## src/mtde_consts.vh

```
// constants for the transmit descriptor enhancement block
//--------------------------------------------------------------
// Summary of operation
//--------------------------------------------------------------
`ifndef MTDE_CONSTS_VH
`define MTDE_CONSTS_VH
// register offsets
`define MTDE_OFF_MODE     4'h0
`define MTDE_OFF_DESC_LO  4'h2
`define MTDE_OFF_DESC_HI  4'h3
`define MTDE_OFF_RXB_LO   4'h4
`define MTDE_OFF_RXB_HI   4'h5
`define MTDE_OFF_STAT     4'h6
// mode register bits
`define MTDE_MODE_DISABLE_TX_CRC_MODE    3
`define MTDE_MODE_MODIFIED_BACKOFF_ENABLE    7
`define MTDE_MODE_DEMAND  15
`define MTDE_MODE_RST     16'h0000
// descriptor word 1 fields and word offsets
`define MTDE_D1_OWN       15
`define MTDE_D1_FCS       13
`define MTDE_D1_STP       9
`define MTDE_D1_ENP       8
`define MTDE_W0_OFS       24'h000000
`define MTDE_W1_OFS       24'h000002
`define MTDE_W2_OFS       24'h000004
`define MTDE_DESC_STEP    24'h000008
// fifo sizes
`define MTDE_TXF_DEPTH    48
`define MTDE_RXF_DEPTH    64
// interframe interval
`define MTDE_CLK_NS       5
`define MTDE_IFS_NS       9600
`define MTDE_IFS_CYC      ((`MTDE_IFS_NS + `MTDE_CLK_NS - 1) / `MTDE_CLK_NS)
`endif

```

## src/mtde_fifo.v

```verilog
// synchronous fifo used for the transmit and receive byte queues
`timescale 1ns/1ps
module mtde_fifo #(
	parameter W  = 10,
	parameter D  = 48,
	parameter AW = 6
) (
	input  wire          clk,
	input  wire          rst_b,
	input  wire          push,
	input  wire [W-1:0]  din,
	input  wire          pop,
	output wire [W-1:0]  dout,
	output wire          empty,
	output wire          full
);
	reg [W-1:0]  mem [0:D-1];
	reg [AW-1:0] wr_r;
	reg [AW-1:0] rd_r;
	reg [AW:0]   cnt_r;
	wire         do_push;
	wire         do_pop;

	assign empty   = (cnt_r == {(AW+1){1'b0}});
	assign full    = (cnt_r == D[AW:0]);
	assign do_push = push && !full;
	assign do_pop  = pop && !empty;
	assign dout    = mem[rd_r];

	always @(posedge clk) begin
		if (do_push) begin
			mem[wr_r] <= din;
		end
	end

	always @(posedge clk or negedge rst_b) begin
		if (!rst_b) begin
			wr_r  <= {AW{1'b0}};
			rd_r  <= {AW{1'b0}};
			cnt_r <= {(AW+1){1'b0}};
		end else begin
			if (do_push) begin
				wr_r <= (wr_r == D[AW-1:0] - 1'b1) ? {AW{1'b0}} : wr_r + 1'b1;
			end
			if (do_pop) begin
				rd_r <= (rd_r == D[AW-1:0] - 1'b1) ? {AW{1'b0}} : rd_r + 1'b1;
			end
			if (do_push && !do_pop) begin
				cnt_r <= cnt_r + 1'b1;
			end else if (do_pop && !do_push) begin
				cnt_r <= cnt_r - 1'b1;
			end
		end
	end
endmodule // mtde_fifo

```

## src/mtde_top.v

```verilog
// descriptor dma, dual fifos, per-packet check append and backoff control
`timescale 1ns/1ps
`include "mtde_consts.vh"
module mtde_top (
	input  wire        CORE_CLK,
	input  wire        RST_B,
	input  wire [3:0]  REG_ADDR,
	input  wire [15:0] REG_WDATA,
	input  wire        REG_WR,
	input  wire        REG_RD,
	output reg  [15:0] REG_RDATA,
	output reg         MEM_REQ,
	output reg         MEM_WE,
	output reg  [23:0] MEM_ADDR,
	output reg  [15:0] MEM_WDATA,
	output reg  [1:0]  MEM_BE,
	input  wire        MEM_ACK,
	input  wire [15:0] MEM_RDATA,
	input  wire        RX_VALID,
	input  wire [7:0]  RX_DATA,
	input  wire        RX_LAST,
	input  wire        RX_CRS,
	input  wire        TX_READY,
	output reg         TX_EN,
	output reg  [7:0]  TX_DATA,
	output reg         TX_LAST,
	output reg         TX_PER_PACKET_CHECK_APPEND
);
	//----------------------------------------------------------
	// states
	//----------------------------------------------------------
	localparam [2:0] S_IDLE = 3'h0;
	localparam [2:0] S_RD1  = 3'h1;
	localparam [2:0] S_RD0  = 3'h2;
	localparam [2:0] S_RD2  = 3'h3;
	localparam [2:0] S_TXB  = 3'h4;
	localparam [2:0] S_RXB  = 3'h5;
	localparam [2:0] S_WB   = 3'h6;
	localparam integer IFS_INT = `MTDE_IFS_CYC;
	localparam [11:0] IFS_CYC = IFS_INT[11:0];

	reg  [2:0]  state_r;
	reg  [15:0] mode_r;
	reg  [23:0] desc_r;
	reg  [23:0] rxb_r;
	reg  [23:0] buf_r;
	reg  [15:0] w1_r;
	reg  [15:0] lo_r;
	reg  [15:0] cnt_r;
	reg         poll_r;
	reg         busy_r;
	reg         fcs_r;
	reg         turn_r;
	reg         inframe_r;
	reg         ovf_r;
	reg  [11:0] ifs_r;

	wire        txf_full;
	wire        txf_empty;
	wire [9:0]  txf_dout;
	wire        rxf_full;
	wire        rxf_empty;
	wire [8:0]  rxf_dout;
	wire [15:0] cnt_inc;
	wire [7:0]  rd_byte;
	wire        tx_want;
	wire        rx_go;
	wire        tx_go;
	wire        poll_go;
	wire        rx_start;
	wire        ifs_done;
	wire        tx_start;
	wire        tx_pop;
	wire        stat_rd;

	//----------------------------------------------------------
	// fifos
	//----------------------------------------------------------
	assign cnt_inc = cnt_r + 16'h0001;
	assign rd_byte = buf_r[0] ? MEM_RDATA[15:8] : MEM_RDATA[7:0];

	mtde_fifo #(.W(10), .D(`MTDE_TXF_DEPTH), .AW(6)) u_txf (
		.clk   (CORE_CLK),
		.rst_b (RST_B),
		.push  (state_r == S_TXB && MEM_ACK),
		.din   ({fcs_r, (cnt_inc == 16'h0000) && w1_r[`MTDE_D1_ENP], rd_byte}),
		.pop   (tx_pop),
		.dout  (txf_dout),
		.empty (txf_empty),
		.full  (txf_full)
	);

	mtde_fifo #(.W(9), .D(`MTDE_RXF_DEPTH), .AW(6)) u_rxf (
		.clk   (CORE_CLK),
		.rst_b (RST_B),
		.push  (RX_VALID),
		.din   ({RX_LAST, RX_DATA}),
		.pop   (rx_go),
		.dout  (rxf_dout),
		.empty (rxf_empty),
		.full  (rxf_full)
	);

	//----------------------------------------------------------
	// dma scheduling
	//----------------------------------------------------------
	assign rx_start = RX_VALID && !inframe_r;
	assign tx_want  = busy_r && !txf_full;
	assign poll_go  = (state_r == S_IDLE) && MEM_ACK == 1'b0 && poll_r && !busy_r;
	// alternate receive drains and transmit loads when both wait
	assign rx_go    = (state_r == S_IDLE) && !poll_go && !rxf_empty
		&& (!tx_want || !turn_r);
	assign tx_go    = (state_r == S_IDLE) && !poll_go && !rx_go && tx_want;
	assign stat_rd  = REG_RD && (REG_ADDR == `MTDE_OFF_STAT);

	always @(posedge CORE_CLK or negedge RST_B) begin
		if (!RST_B) begin
			state_r   <= S_IDLE;
			mode_r    <= `MTDE_MODE_RST;
			desc_r    <= 24'h000000;
			rxb_r     <= 24'h000000;
			buf_r     <= 24'h000000;
			w1_r      <= 16'h0000;
			lo_r      <= 16'h0000;
			cnt_r     <= 16'h0000;
			poll_r    <= 1'b0;
			busy_r    <= 1'b0;
			fcs_r     <= 1'b1;
			turn_r    <= 1'b0;
			inframe_r <= 1'b0;
			ovf_r     <= 1'b0;
			MEM_REQ   <= 1'b0;
			MEM_WE    <= 1'b0;
			MEM_ADDR  <= 24'h000000;
			MEM_WDATA <= 16'h0000;
			MEM_BE    <= 2'h0;
		end else begin
			mode_r[`MTDE_MODE_DEMAND] <= 1'b0;
			if (RX_VALID) begin
				inframe_r <= !RX_LAST;
			end
			if (stat_rd) begin
				ovf_r <= 1'b0;
			end
			if (RX_VALID && rxf_full) begin
				ovf_r <= 1'b1;
			end
			case (state_r)
			S_IDLE: begin
				if (poll_go) begin
					MEM_REQ  <= 1'b1;
					MEM_WE   <= 1'b0;
					MEM_BE   <= 2'h3;
					MEM_ADDR <= desc_r + `MTDE_W1_OFS;
					state_r  <= S_RD1;
				end else if (rx_go) begin
					MEM_REQ   <= 1'b1;
					MEM_WE    <= 1'b1;
					MEM_ADDR  <= rxb_r;
					MEM_WDATA <= {rxf_dout[7:0], rxf_dout[7:0]};
					MEM_BE    <= rxb_r[0] ? 2'h2 : 2'h1;
					turn_r    <= 1'b1;
					state_r   <= S_RXB;
				end else if (tx_go) begin
					MEM_REQ  <= 1'b1;
					MEM_WE   <= 1'b0;
					MEM_ADDR <= buf_r;
					MEM_BE   <= buf_r[0] ? 2'h2 : 2'h1;
					turn_r   <= 1'b0;
					state_r  <= S_TXB;
				end
			end
			S_RD1: begin
				if (MEM_ACK) begin
					w1_r <= MEM_RDATA;
					if (!MEM_RDATA[`MTDE_D1_OWN]) begin
						// not owned: drop back to receive work only
						MEM_REQ <= 1'b0;
						poll_r  <= 1'b0;
						state_r <= S_IDLE;
					end else begin
						MEM_ADDR <= desc_r + `MTDE_W0_OFS;
						state_r  <= S_RD0;
					end
				end
			end
			S_RD0: begin
				if (MEM_ACK) begin
					lo_r     <= MEM_RDATA;
					MEM_ADDR <= desc_r + `MTDE_W2_OFS;
					state_r  <= S_RD2;
				end
			end
			S_RD2: begin
				if (MEM_ACK) begin
					cnt_r  <= MEM_RDATA;
					poll_r <= 1'b0;
					if (w1_r[`MTDE_D1_STP]) begin
						fcs_r <= !mode_r[`MTDE_MODE_DISABLE_TX_CRC_MODE]
							|| w1_r[`MTDE_D1_FCS];
					end
					if (MEM_RDATA == 16'h0000) begin
						// zero-length buffer: hand it back untouched
						MEM_WE    <= 1'b1;
						MEM_BE    <= 2'h3;
						MEM_ADDR  <= desc_r + `MTDE_W1_OFS;
						MEM_WDATA <= {1'b0, w1_r[14:0]};
						state_r   <= S_WB;
					end else begin
						MEM_REQ <= 1'b0;
						busy_r  <= 1'b1;
						buf_r   <= {w1_r[7:0], lo_r};
						state_r <= S_IDLE;
					end
				end
			end
			S_TXB: begin
				if (MEM_ACK) begin
					cnt_r <= cnt_inc;
					buf_r <= buf_r + 24'h000001;
					if (cnt_inc == 16'h0000) begin
						MEM_WE    <= 1'b1;
						MEM_BE    <= 2'h3;
						MEM_ADDR  <= desc_r + `MTDE_W1_OFS;
						MEM_WDATA <= {1'b0, w1_r[14:0]};
						state_r   <= S_WB;
					end else begin
						MEM_REQ <= 1'b0;
						state_r <= S_IDLE;
					end
				end
			end
			S_RXB: begin
				if (MEM_ACK) begin
					MEM_REQ <= 1'b0;
					rxb_r   <= rxb_r + 24'h000001;
					state_r <= S_IDLE;
				end
			end
			S_WB: begin
				if (MEM_ACK) begin
					MEM_REQ <= 1'b0;
					busy_r  <= 1'b0;
					desc_r  <= desc_r + `MTDE_DESC_STEP;
					// chained buffer: fetch the next descriptor at once
					if (!w1_r[`MTDE_D1_ENP]) begin
						poll_r <= 1'b1;
					end
					state_r <= S_IDLE;
				end
			end
			default: begin
				MEM_REQ <= 1'b0;
				state_r <= S_IDLE;
			end
			endcase
			if (REG_WR) begin
				case (REG_ADDR)
				`MTDE_OFF_MODE:    mode_r <= REG_WDATA;
				`MTDE_OFF_DESC_LO: desc_r[15:0] <= REG_WDATA;
				`MTDE_OFF_DESC_HI: desc_r[23:16] <= REG_WDATA[7:0];
				`MTDE_OFF_RXB_LO:  rxb_r[15:0] <= REG_WDATA;
				`MTDE_OFF_RXB_HI:  rxb_r[23:16] <= REG_WDATA[7:0];
				default: ;
				endcase
			end
			// new frame or software demand triggers a poll; set beats clear
			if (rx_start || (REG_WR && REG_ADDR == `MTDE_OFF_MODE
				&& REG_WDATA[`MTDE_MODE_DEMAND])) begin
				poll_r <= 1'b1;
			end
		end
	end

	//----------------------------------------------------------
	// interframe interval and transmit side
	//----------------------------------------------------------
	assign ifs_done = (ifs_r == IFS_CYC);
	// starts once the interval count is reached and carrier is off; carrier restarts the count unless modified backoff is enabled
	assign tx_start = !TX_EN && !txf_empty && ifs_done && !RX_CRS;
	assign tx_pop   = tx_start || (TX_EN && TX_READY && !TX_LAST && !txf_empty);

	always @(posedge CORE_CLK or negedge RST_B) begin
		if (!RST_B) begin
			ifs_r <= 12'h000;
		end else if (TX_EN) begin
			ifs_r <= 12'h000;
		end else if (RX_CRS) begin
			if (!mode_r[`MTDE_MODE_MODIFIED_BACKOFF_ENABLE]) begin
				ifs_r <= 12'h000;
			end
		end else if (!ifs_done) begin
			ifs_r <= ifs_r + 12'h001;
		end
	end

	always @(posedge CORE_CLK or negedge RST_B) begin
		if (!RST_B) begin
			TX_EN      <= 1'b0;
			TX_DATA    <= 8'h00;
			TX_LAST    <= 1'b0;
			TX_PER_PACKET_CHECK_APPEND <= 1'b0;
		end else begin
			if (tx_pop) begin
				TX_EN   <= 1'b1;
				TX_DATA <= txf_dout[7:0];
				TX_LAST <= txf_dout[8];
			end else if (TX_EN && TX_READY && TX_LAST) begin
				TX_EN   <= 1'b0;
				TX_LAST <= 1'b0;
			end
			if (tx_start) begin
				TX_PER_PACKET_CHECK_APPEND <= txf_dout[9];
			end
		end
	end

	//----------------------------------------------------------
	// register read port
	//----------------------------------------------------------
	always @(posedge CORE_CLK or negedge RST_B) begin
		if (!RST_B) begin
			REG_RDATA <= 16'h0000;
		end else if (REG_RD) begin
			case (REG_ADDR)
			`MTDE_OFF_MODE:    REG_RDATA <= mode_r;
			`MTDE_OFF_DESC_LO: REG_RDATA <= desc_r[15:0];
			`MTDE_OFF_DESC_HI: REG_RDATA <= {8'h00, desc_r[23:16]};
			`MTDE_OFF_RXB_LO:  REG_RDATA <= rxb_r[15:0];
			`MTDE_OFF_RXB_HI:  REG_RDATA <= {8'h00, rxb_r[23:16]};
			`MTDE_OFF_STAT:    REG_RDATA <= {5'h00, TX_EN, ovf_r, fcs_r, rxf_empty,
				txf_empty, poll_r, busy_r, 1'b0, state_r};
			default:           REG_RDATA <= 16'h0000;
			endcase
		end
	end
endmodule // mtde_top

```

## config.mk

```make
export PLATFORM = sky130hd
export DESIGN_NAME = mtde_top
export DESIGN_NICKNAME = d
export VERILOG_FILES = /design/src/mtde_fifo.v /design/src/mtde_top.v
export VERILOG_INCLUDE_DIRS = /design/src
export SDC_FILE = /design/constraint.sdc
export NUM_CORES = 2
export LEC_CHECK = 0
export ABC_AREA = 1
export CAP_MARGIN = 40
export CORE_ASPECT_RATIO = 0.75
export CORE_MARGIN = 2
export CORE_UTILIZATION = 45
export CTS_BUF_LIST = sky130_fd_sc_hd__clkbuf_8
export DETAILED_ROUTE_END_ITERATION = 10
export DONT_BUFFER_PORTS = 1
export HOLD_SLACK_MARGIN = 0.12
export MAX_ROUTING_LAYER = met4
export SYNTH_ARGS = -nofsm -noshare
export SYNTH_HDL_FRONTEND = slang
export SYNTH_SLANG_ARGS = --single-unit
```

## constraint.sdc

```tcl
create_clock -name CORE_CLK -period 6.8 [get_ports CORE_CLK]
set_input_delay 1.02 -clock CORE_CLK [delete_from_list [all_inputs] [get_ports CORE_CLK]]
set_output_delay 1.02 -clock CORE_CLK [all_outputs]
set_load 0.005 [all_outputs]
```

* After elaboration in Yosys (flattened, before gate mapping) *
Memories as Yosys holds them, arrays and structs flattened.
Cells that the tools add are included.

word-level totals
  register bits = 265
  memory bits (writable) = 1,056
  input bits = 53
  output and inout port bits = 71
  word-level logic and storage cells = 286
  memories kept = 2

memory list
  memory     words  width  read ports  clocked after memory_dff  wr ports  line            RTL
  u_rxf.mem  64     9      1           0                         1         mtde_fifo.v:17  reg [W-1:0] mem [0:D-1];
  u_txf.mem  48     10     1           0                         1         mtde_fifo.v:17

operators by class
  $add $sub $neg = 15
  equality and inequality tests = 40
  multiplexer cells = 108
  bitwise gates (word level) = 3
  reduce and logical (&&, ||, !) cells = 86

operator list
  kind                   count
  $mux 24                19
  $mux 16                12
  $pmux 24 s5            1
  $pmux 16 s6            1
  $add 24x1->24 const B  2
  $mux 12                4
  $pmux 16 s3            1
  $pmux 24 s2            1
  $logic_not 16->1       2
  $pmux 16 s2            1
  $logic_and 1x1->1      31
  $mux 1                 31
  $mux 3                 10
  $mux 7                 4
  $add 24x2->24 const B  1
  $add 24x3->24 const B  1
  $add 24x4->24 const B  1
  $add 6x1->6 const B    4
  $eq 6x6->1 const B     4
  $mux 6                 4
  $mux 8                 3
  $ne 2x2->1 const B     12
  $ne 3x3->1 const B     7
  $mux 2                 10
  other kinds (36)       85

* Longest topological paths before layout *
  depth after elaboration = 15
  mapped depth = 21
  gate-level depth less buffers = 20

* Modules after synthesis *
A second synthesis with hierarchy kept.

unflattened totals
  cell total of the unflattened synthesis = 6,375
  area, all modules = 60,897.2 sq um

by module, submodules not included
  module              times used  cells an instance  area each (sq um)  sequential area each (sq um)
  mtde_fifo at u_rxf  1           2,476              25,764.7           17,772.0
  mtde_fifo at u_txf  1           1,884              21,050.2           14,889.3
  mtde_top            1           2,015              14,082.3           5,681.7

* Worst setup path before layout *
OpenSTA, ideal clock, no wires.

  kind = input to register
  from = in MEM_RDATA[1]
  to = mem u_txf.mem[0][1], data pin
  library setup time = 0.578 ns
  arrival = 2.983 ns
  data required time = 6.222 ns
  slack = 3.239 ns
  stages on the path = 2
  buffers on the path = 0
  cells stage by stage = inv_1 > o21ai_0

between the ends
  word-level cells in the longest chain between the ends = 1

RTL lines
  element             line            RTL
  start: declaration  mtde_top.v:18   input wire [15:0] MEM_RDATA,
  $mux 8              mtde_top.v:80   assign rd_byte = buf_r[0] ? MEM_RDATA[15:8] : MEM_RDATA[7:0];
  via rd_byte[1]      mtde_top.v:65   wire [7:0] rd_byte;
  end: declaration    mtde_fifo.v:17

The timed path passes the listed nets, and every way through them passes these cells.

* Worst setup path after layout *
  from = reg state_r[0]
  to = reg u_txf.cnt_r[5]

between the ends
  word-level cells in the longest chain between the ends = 6
  elaborated cells on any way between the ends = 8
  those cells by class = 1 x eq/ne; 1 x mux; 6 x reduce/logical

RTL lines
  element                             line            RTL
  start: declaration                  mtde_top.v:42   reg [2:0] state_r;
  start signal: assignment            mtde_top.v:118  state_r <= S_IDLE;
  start signal: assignment            mtde_top.v:155  state_r <= S_RD1;
  start signal: assignment            mtde_top.v:163  state_r <= S_RXB;
  $eq 3x3->1 (*)                      mtde_top.v:85   .push (state_r == S_TXB && MEM_ACK),
  $logic_and 1x1->1 (*)               mtde_top.v:85
  $logic_and 1x1->1 (*)               mtde_fifo.v:26  assign do_push = push && !full;
  $logic_not 1->1                     mtde_fifo.v:50  end else if (do_pop && !do_push) begin
  $logic_and 1x1->1                   mtde_fifo.v:50
  $reduce_bool 2->1 (no source line)  -
  end signal: assignment              mtde_fifo.v:40  cnt_r <= {(AW+1){1'b0}};
  end signal: assignment              mtde_fifo.v:49  cnt_r <= cnt_r + 1'b1;
  end signal: assignment              mtde_fifo.v:51  cnt_r <= cnt_r - 1'b1;
  end: declaration                    mtde_fifo.v:20  reg [AW:0] cnt_r;

Every way passes the cells marked *; elsewhere a longest branch is shown, timed or not.
A chain may end at the register's enable or synchronous reset.

==> results summary <==
The DRC marker count from the first detailed-route iteration is 5006. Among all flip-flop cells after synthesis, the most frequent one is sky130_fd_sc_hd__edfxtp_1. The count of H-tree levels built during CTS is 4. The startpoint type of the worst setup path is a flip-flop.

The via count of the first global-routing pass is 38890. In this run the cell area measured after placement is 57840 um2. The routed via count divided by cell count came out at 5.653. The worst endpoint required time is 7620 ps. The combined buffer and inverter count along the critical path is 4. Setup repair after global routing left no endpoint under its margin. The die outline height came out at between 300 and 400 um. The top-level port count came out at 124. The analysis attributes to cell leakage a power of roughly 24 nW.

The count of cell types in the netlist came out at 60. The max-slew headroom at the worst pin came out at about two fifths. The initial cell density of the core came out at 45.16%. STA classifies the critical path endpoint as a flip-flop. The path class of the tightest hold or removal check is in2reg. The portion of the post-synthesis area used by sequential elements came out at ~65%.

On the critical path, the stage with the largest delay is an instance of sky130_fd_sc_hd__nor2_1. The clock input transition at the sequential cells of the worst setup and hold paths came out at about 70 ps. The flow ran to the end, and the final reports show no timing, DRC or antenna violations.

The placeable core region came out at 123900 um2. In this design, the stage delay of the slowest critical-path cell is around 540 ps. The number of buffers added on ports is 0. The initial antenna violation count came out at 4. The wire length per cell after detailed routing is ~22 um. The global router's overall resource usage came out at between 20% and 30%. The clock tree from TritonCTS is done. The number of clock sinks is 1257. The final net count is around 5700. The final core area utilization came out at between 40% and 50%. The final wirelength is between 150000 and 200000 um.

The time the worst path needs with I/O delays and setup is about 4500 ps. The wire-length estimate of the detail-placed layout is 101800 um. The total non-filler cell area in the finished layout is 61670 um2. The number of buffers added by the clock tree synthesis step came out at around 200. The die covers roughly 130000 um2. The busiest layer in global routing is met1. The number of nets handed over by synthesis was between 5000 and 6000. Traced cell by cell, the critical path runs through inv_2 > nand2_4 > inv_1 > nand2_2 > nor2_1 > nand2_1 > inv_1 > ha_1 > inv_1 > ha_1 > nand2_1 > nand2_1 > a31oi_1 > or2_2 > nand2_1 > a21oi_1 > nand2_1 > nand2_1 > nor2_1 > a21oi_1.

Global routing finished with a remaining overflow of 0. After technology mapping, the gate count stands at 5559. The floorplan has between 100 and 150 rows.

Clock skew on the completed layout was measured at roughly 55 ps. The number of nets with antenna violations after detailed routing is 0. Derived from the worst setup path, the maximum achievable clock frequency is approximately 0.22 GHz. The fraction of final layout cells with drive strength greater than 1 is roughly 7.6%. At the later pin of the worst-skew pair, clock insertion delay measures 910 ps.

The number of endpoints with negative hold slack in the final report came out at 0. The total standard cell area after synthesis came out at around 56000 um2. The final critical-path share of the clock period came out at between 60% and 70%.

The largest fanout of any net on the critical path came out at 40. The count of endpoints failing setup in the final report came out at 0. The via total after detailed routing is 41760. The mean area per synthesized cell came out at around 10 um2.

The number of detailed-route iterations in the first pass is 6. The flip-flop and latch count after synthesis came out at ~1300. The routability congestion estimate is between 0.9 and 1. The total count of max-transition violations in the final report came out at 0. The fraction of synthesis flops using an asynchronous set or reset pin is a little over a fifth. The total of warnings raised by yosys came out at 0.

In the global route stage, met3 resource usage came out at under 10%. CTS placed an instance of sky130_fd_sc_hd__clkbuf_8 at the clock tree root. Among the stages of the critical path, the cell type that occurs most often is sky130_fd_sc_hd__nand2_1. Counting along the longest clock path gives a buffer depth of 3. By startpoint and endpoint, the worst setup path is classified as reg2reg.

In the global route stage, met2 resource usage came out at a little over a third. The total negative slack came out at 0 ps. Across all hold checks on the routed design, the worst slack comes to 212.3 ps.

The largest net degree at the start of global routing came out at around 270. The horizontal die dimension came out at just over 400 um. The count of flip-flops with a built-in enable after synthesis came out at between 900 and 1000.

The signed area change from the synthesized netlist to the final layout is 10.22%. Once the clock tree was built, the setup fixing pass inserted 0 buffers. The global-route wire length before repair is 245000 um. Power spread over the standard cell area amounts to ~370 nW/um2.

After detailed routing, the number of remaining DRC violations is 0. The largest vdd supply drop came out at 0.2463 mV. The number of max-capacitance violations reported is 0. The total power of the final layout came out at 0.02290 W.

The transition time at the pin with the least slew margin is 924.2 ps. The critical path's top delay family is simple AND/OR/NAND/NOR gates. In the global route stage, met1 resource usage came out at 40.24%.

The arrival time of the worst setup path came out at 5280 ps.
cell usage after synthesis, types with 7 or more instances:
library cell	n	area [um2]
sky130_fd_sc_hd__clkinv_1	8	30.03
sky130_fd_sc_hd__a31oi_1	11	68.82
sky130_fd_sc_hd__dfrtp_1	264	6606
sky130_fd_sc_hd__xor2_1	66	578.1
sky130_fd_sc_hd__o22ai_1	78	488.0
sky130_fd_sc_hd__o21ai_0	589	2948
sky130_fd_sc_hd__inv_2	13	48.80
sky130_fd_sc_hd__inv_1	291	1092
sky130_fd_sc_hd__edfxtp_1	992	29790
sky130_fd_sc_hd__clkbuf_1	166	623.1
sky130_fd_sc_hd__xnor2_1	7	61.31
sky130_fd_sc_hd__ha_1	25	312.8
sky130_fd_sc_hd__nor3_1	56	280.3
sky130_fd_sc_hd__nand4_1	47	294.0
sky130_fd_sc_hd__o21ai_1	16	80.08
sky130_fd_sc_hd__nor2_1	831	3119
sky130_fd_sc_hd__or2_2	11	68.82
sky130_fd_sc_hd__o211ai_1	87	653.1
sky130_fd_sc_hd__nor2_2	9	56.30
sky130_fd_sc_hd__nand2_1	1314	4932
sky130_fd_sc_hd__a21oi_1	145	725.7
sky130_fd_sc_hd__a221oi_1	7	61.31
sky130_fd_sc_hd__nor4_1	13	81.33
sky130_fd_sc_hd__buf_2	71	355.3
sky130_fd_sc_hd__nand2_2	18	112.6
sky130_fd_sc_hd__nand3_1	316	1582
sky130_fd_sc_hd__o221ai_1	10	87.58
sky130_fd_sc_hd__o2111ai_1	7	61.31
sky130_fd_sc_hd__buf_1	25	93.84
power by group:
group          leakage (nW)  total, W  switching, W  internal (W)
sequential             12.3   0.00995      0.000737       0.00922
combinational          9.15   0.00679       0.00496       0.00183
clock                  2.11   0.00615       0.00307       0.00308
layout by cell type (no fill, tap or decap), types with 9 or more instances in the layout:
cell type and count:
sky130_fd_sc_hd__nand2_1 1314, sky130_fd_sc_hd__edfxtp_1 992, sky130_fd_sc_hd__nor2_1 828, sky130_fd_sc_hd__o21ai_0 581, sky130_fd_sc_hd__inv_1 352, sky130_fd_sc_hd__nand3_1 316
sky130_fd_sc_hd__dfrtp_1 260, sky130_fd_sc_hd__clkbuf_8 213, sky130_fd_sc_hd__a21oi_1 145, sky130_fd_sc_hd__o211ai_1 87, sky130_fd_sc_hd__o22ai_1 78, sky130_fd_sc_hd__xor2_1 66
sky130_fd_sc_hd__buf_4 63, sky130_fd_sc_hd__nor3_1 53, sky130_fd_sc_hd__nand4_1 47, sky130_fd_sc_hd__clkinv_1 45, sky130_fd_sc_hd__ha_1 25, sky130_fd_sc_hd__clkinv_2 21
sky130_fd_sc_hd__nand2_2 18, sky130_fd_sc_hd__o21ai_1 16, sky130_fd_sc_hd__nor4_1 13, sky130_fd_sc_hd__or2_2 11, sky130_fd_sc_hd__a31oi_1 11, sky130_fd_sc_hd__inv_2 10
sky130_fd_sc_hd__o221ai_1 10, sky130_fd_sc_hd__nor2_2 10, sky130_fd_sc_hd__buf_16 9
final cells by class:
type,count,area (um2)
Clock inverter,140,777.0
Fill cell,11450,62210
Timing Repair Buffer,88,933.4
Sequential cell,1257,36440
Multi-Input combinational cell,3717,17310
Clock buffer,213,2932
Tap cell,1653,2068
Inverter,314,1195
Antenna cell,5,12.51
flip-flops by register name, indices dropped and copies added (netlist names), 24 cells and up:
name / count
MEM_ADDR: 24
buf_r: 24
desc_r: 24
rxb_r: 24
u_rxf.mem: 512
u_txf.mem: 480
worst paths after layout:
kind / from / endpoint / slack, ps / cells after the start
max in group asynchronous: RST_B / u_txf.rd_r[0] / 4760 / 3
worst min register to register: u_rxf.cnt_r[6] / u_rxf.cnt_r[6] / 480 / 2
worst max-delay path: state_r[0] / u_txf.cnt_r[5] / 2340 / 20
min in group asynchronous: RST_B / MEM_ADDR[14] / 680 / 2
worst max register to register: state_r[0] / u_txf.cnt_r[5] / 2340 / 20
worst min-delay path: RX_CRS / ifs_r[9] / 210 / 1
metal layers:
layer | wire (um) | vias up
met5 | 0 | -
met4 | 2779 | 0
met3 | 15210 | 228
met2 | 67130 | 1893
met1 | 77700 | 20480
li1 | - | 19160
through the flow:
stage	cells	setup WS [ps]
2_1_floorplan	5559	3239
3_3_place_gp	6986	2565
3_5_place_dp	7022	2490
4_1_cts	7379	2472
5_1_grt	7387	2022
6_report	7387	2344
logic make-up after synthesis:
logic type / Yosys count / share of synthesized area (%)
muxes: 6 / 0.1208
adders and majority gates: 27 / 0.6307
and+or+nand+nor: 2636 / 19.21
buffers and inverters: 585 / 4.173
DFF: 1257 / 65.10
AOI/OAI and AO/OA: 974 / 9.596
xor gates and xnor gates: 74 / 1.172
repair_timing:
item | in CTS | in global routing
hold buffers | 4 | 1
hold endpoints to repair | 271 | 9
gates resized for setup | 0 | 0
Power figures use the tool's default switching activity.
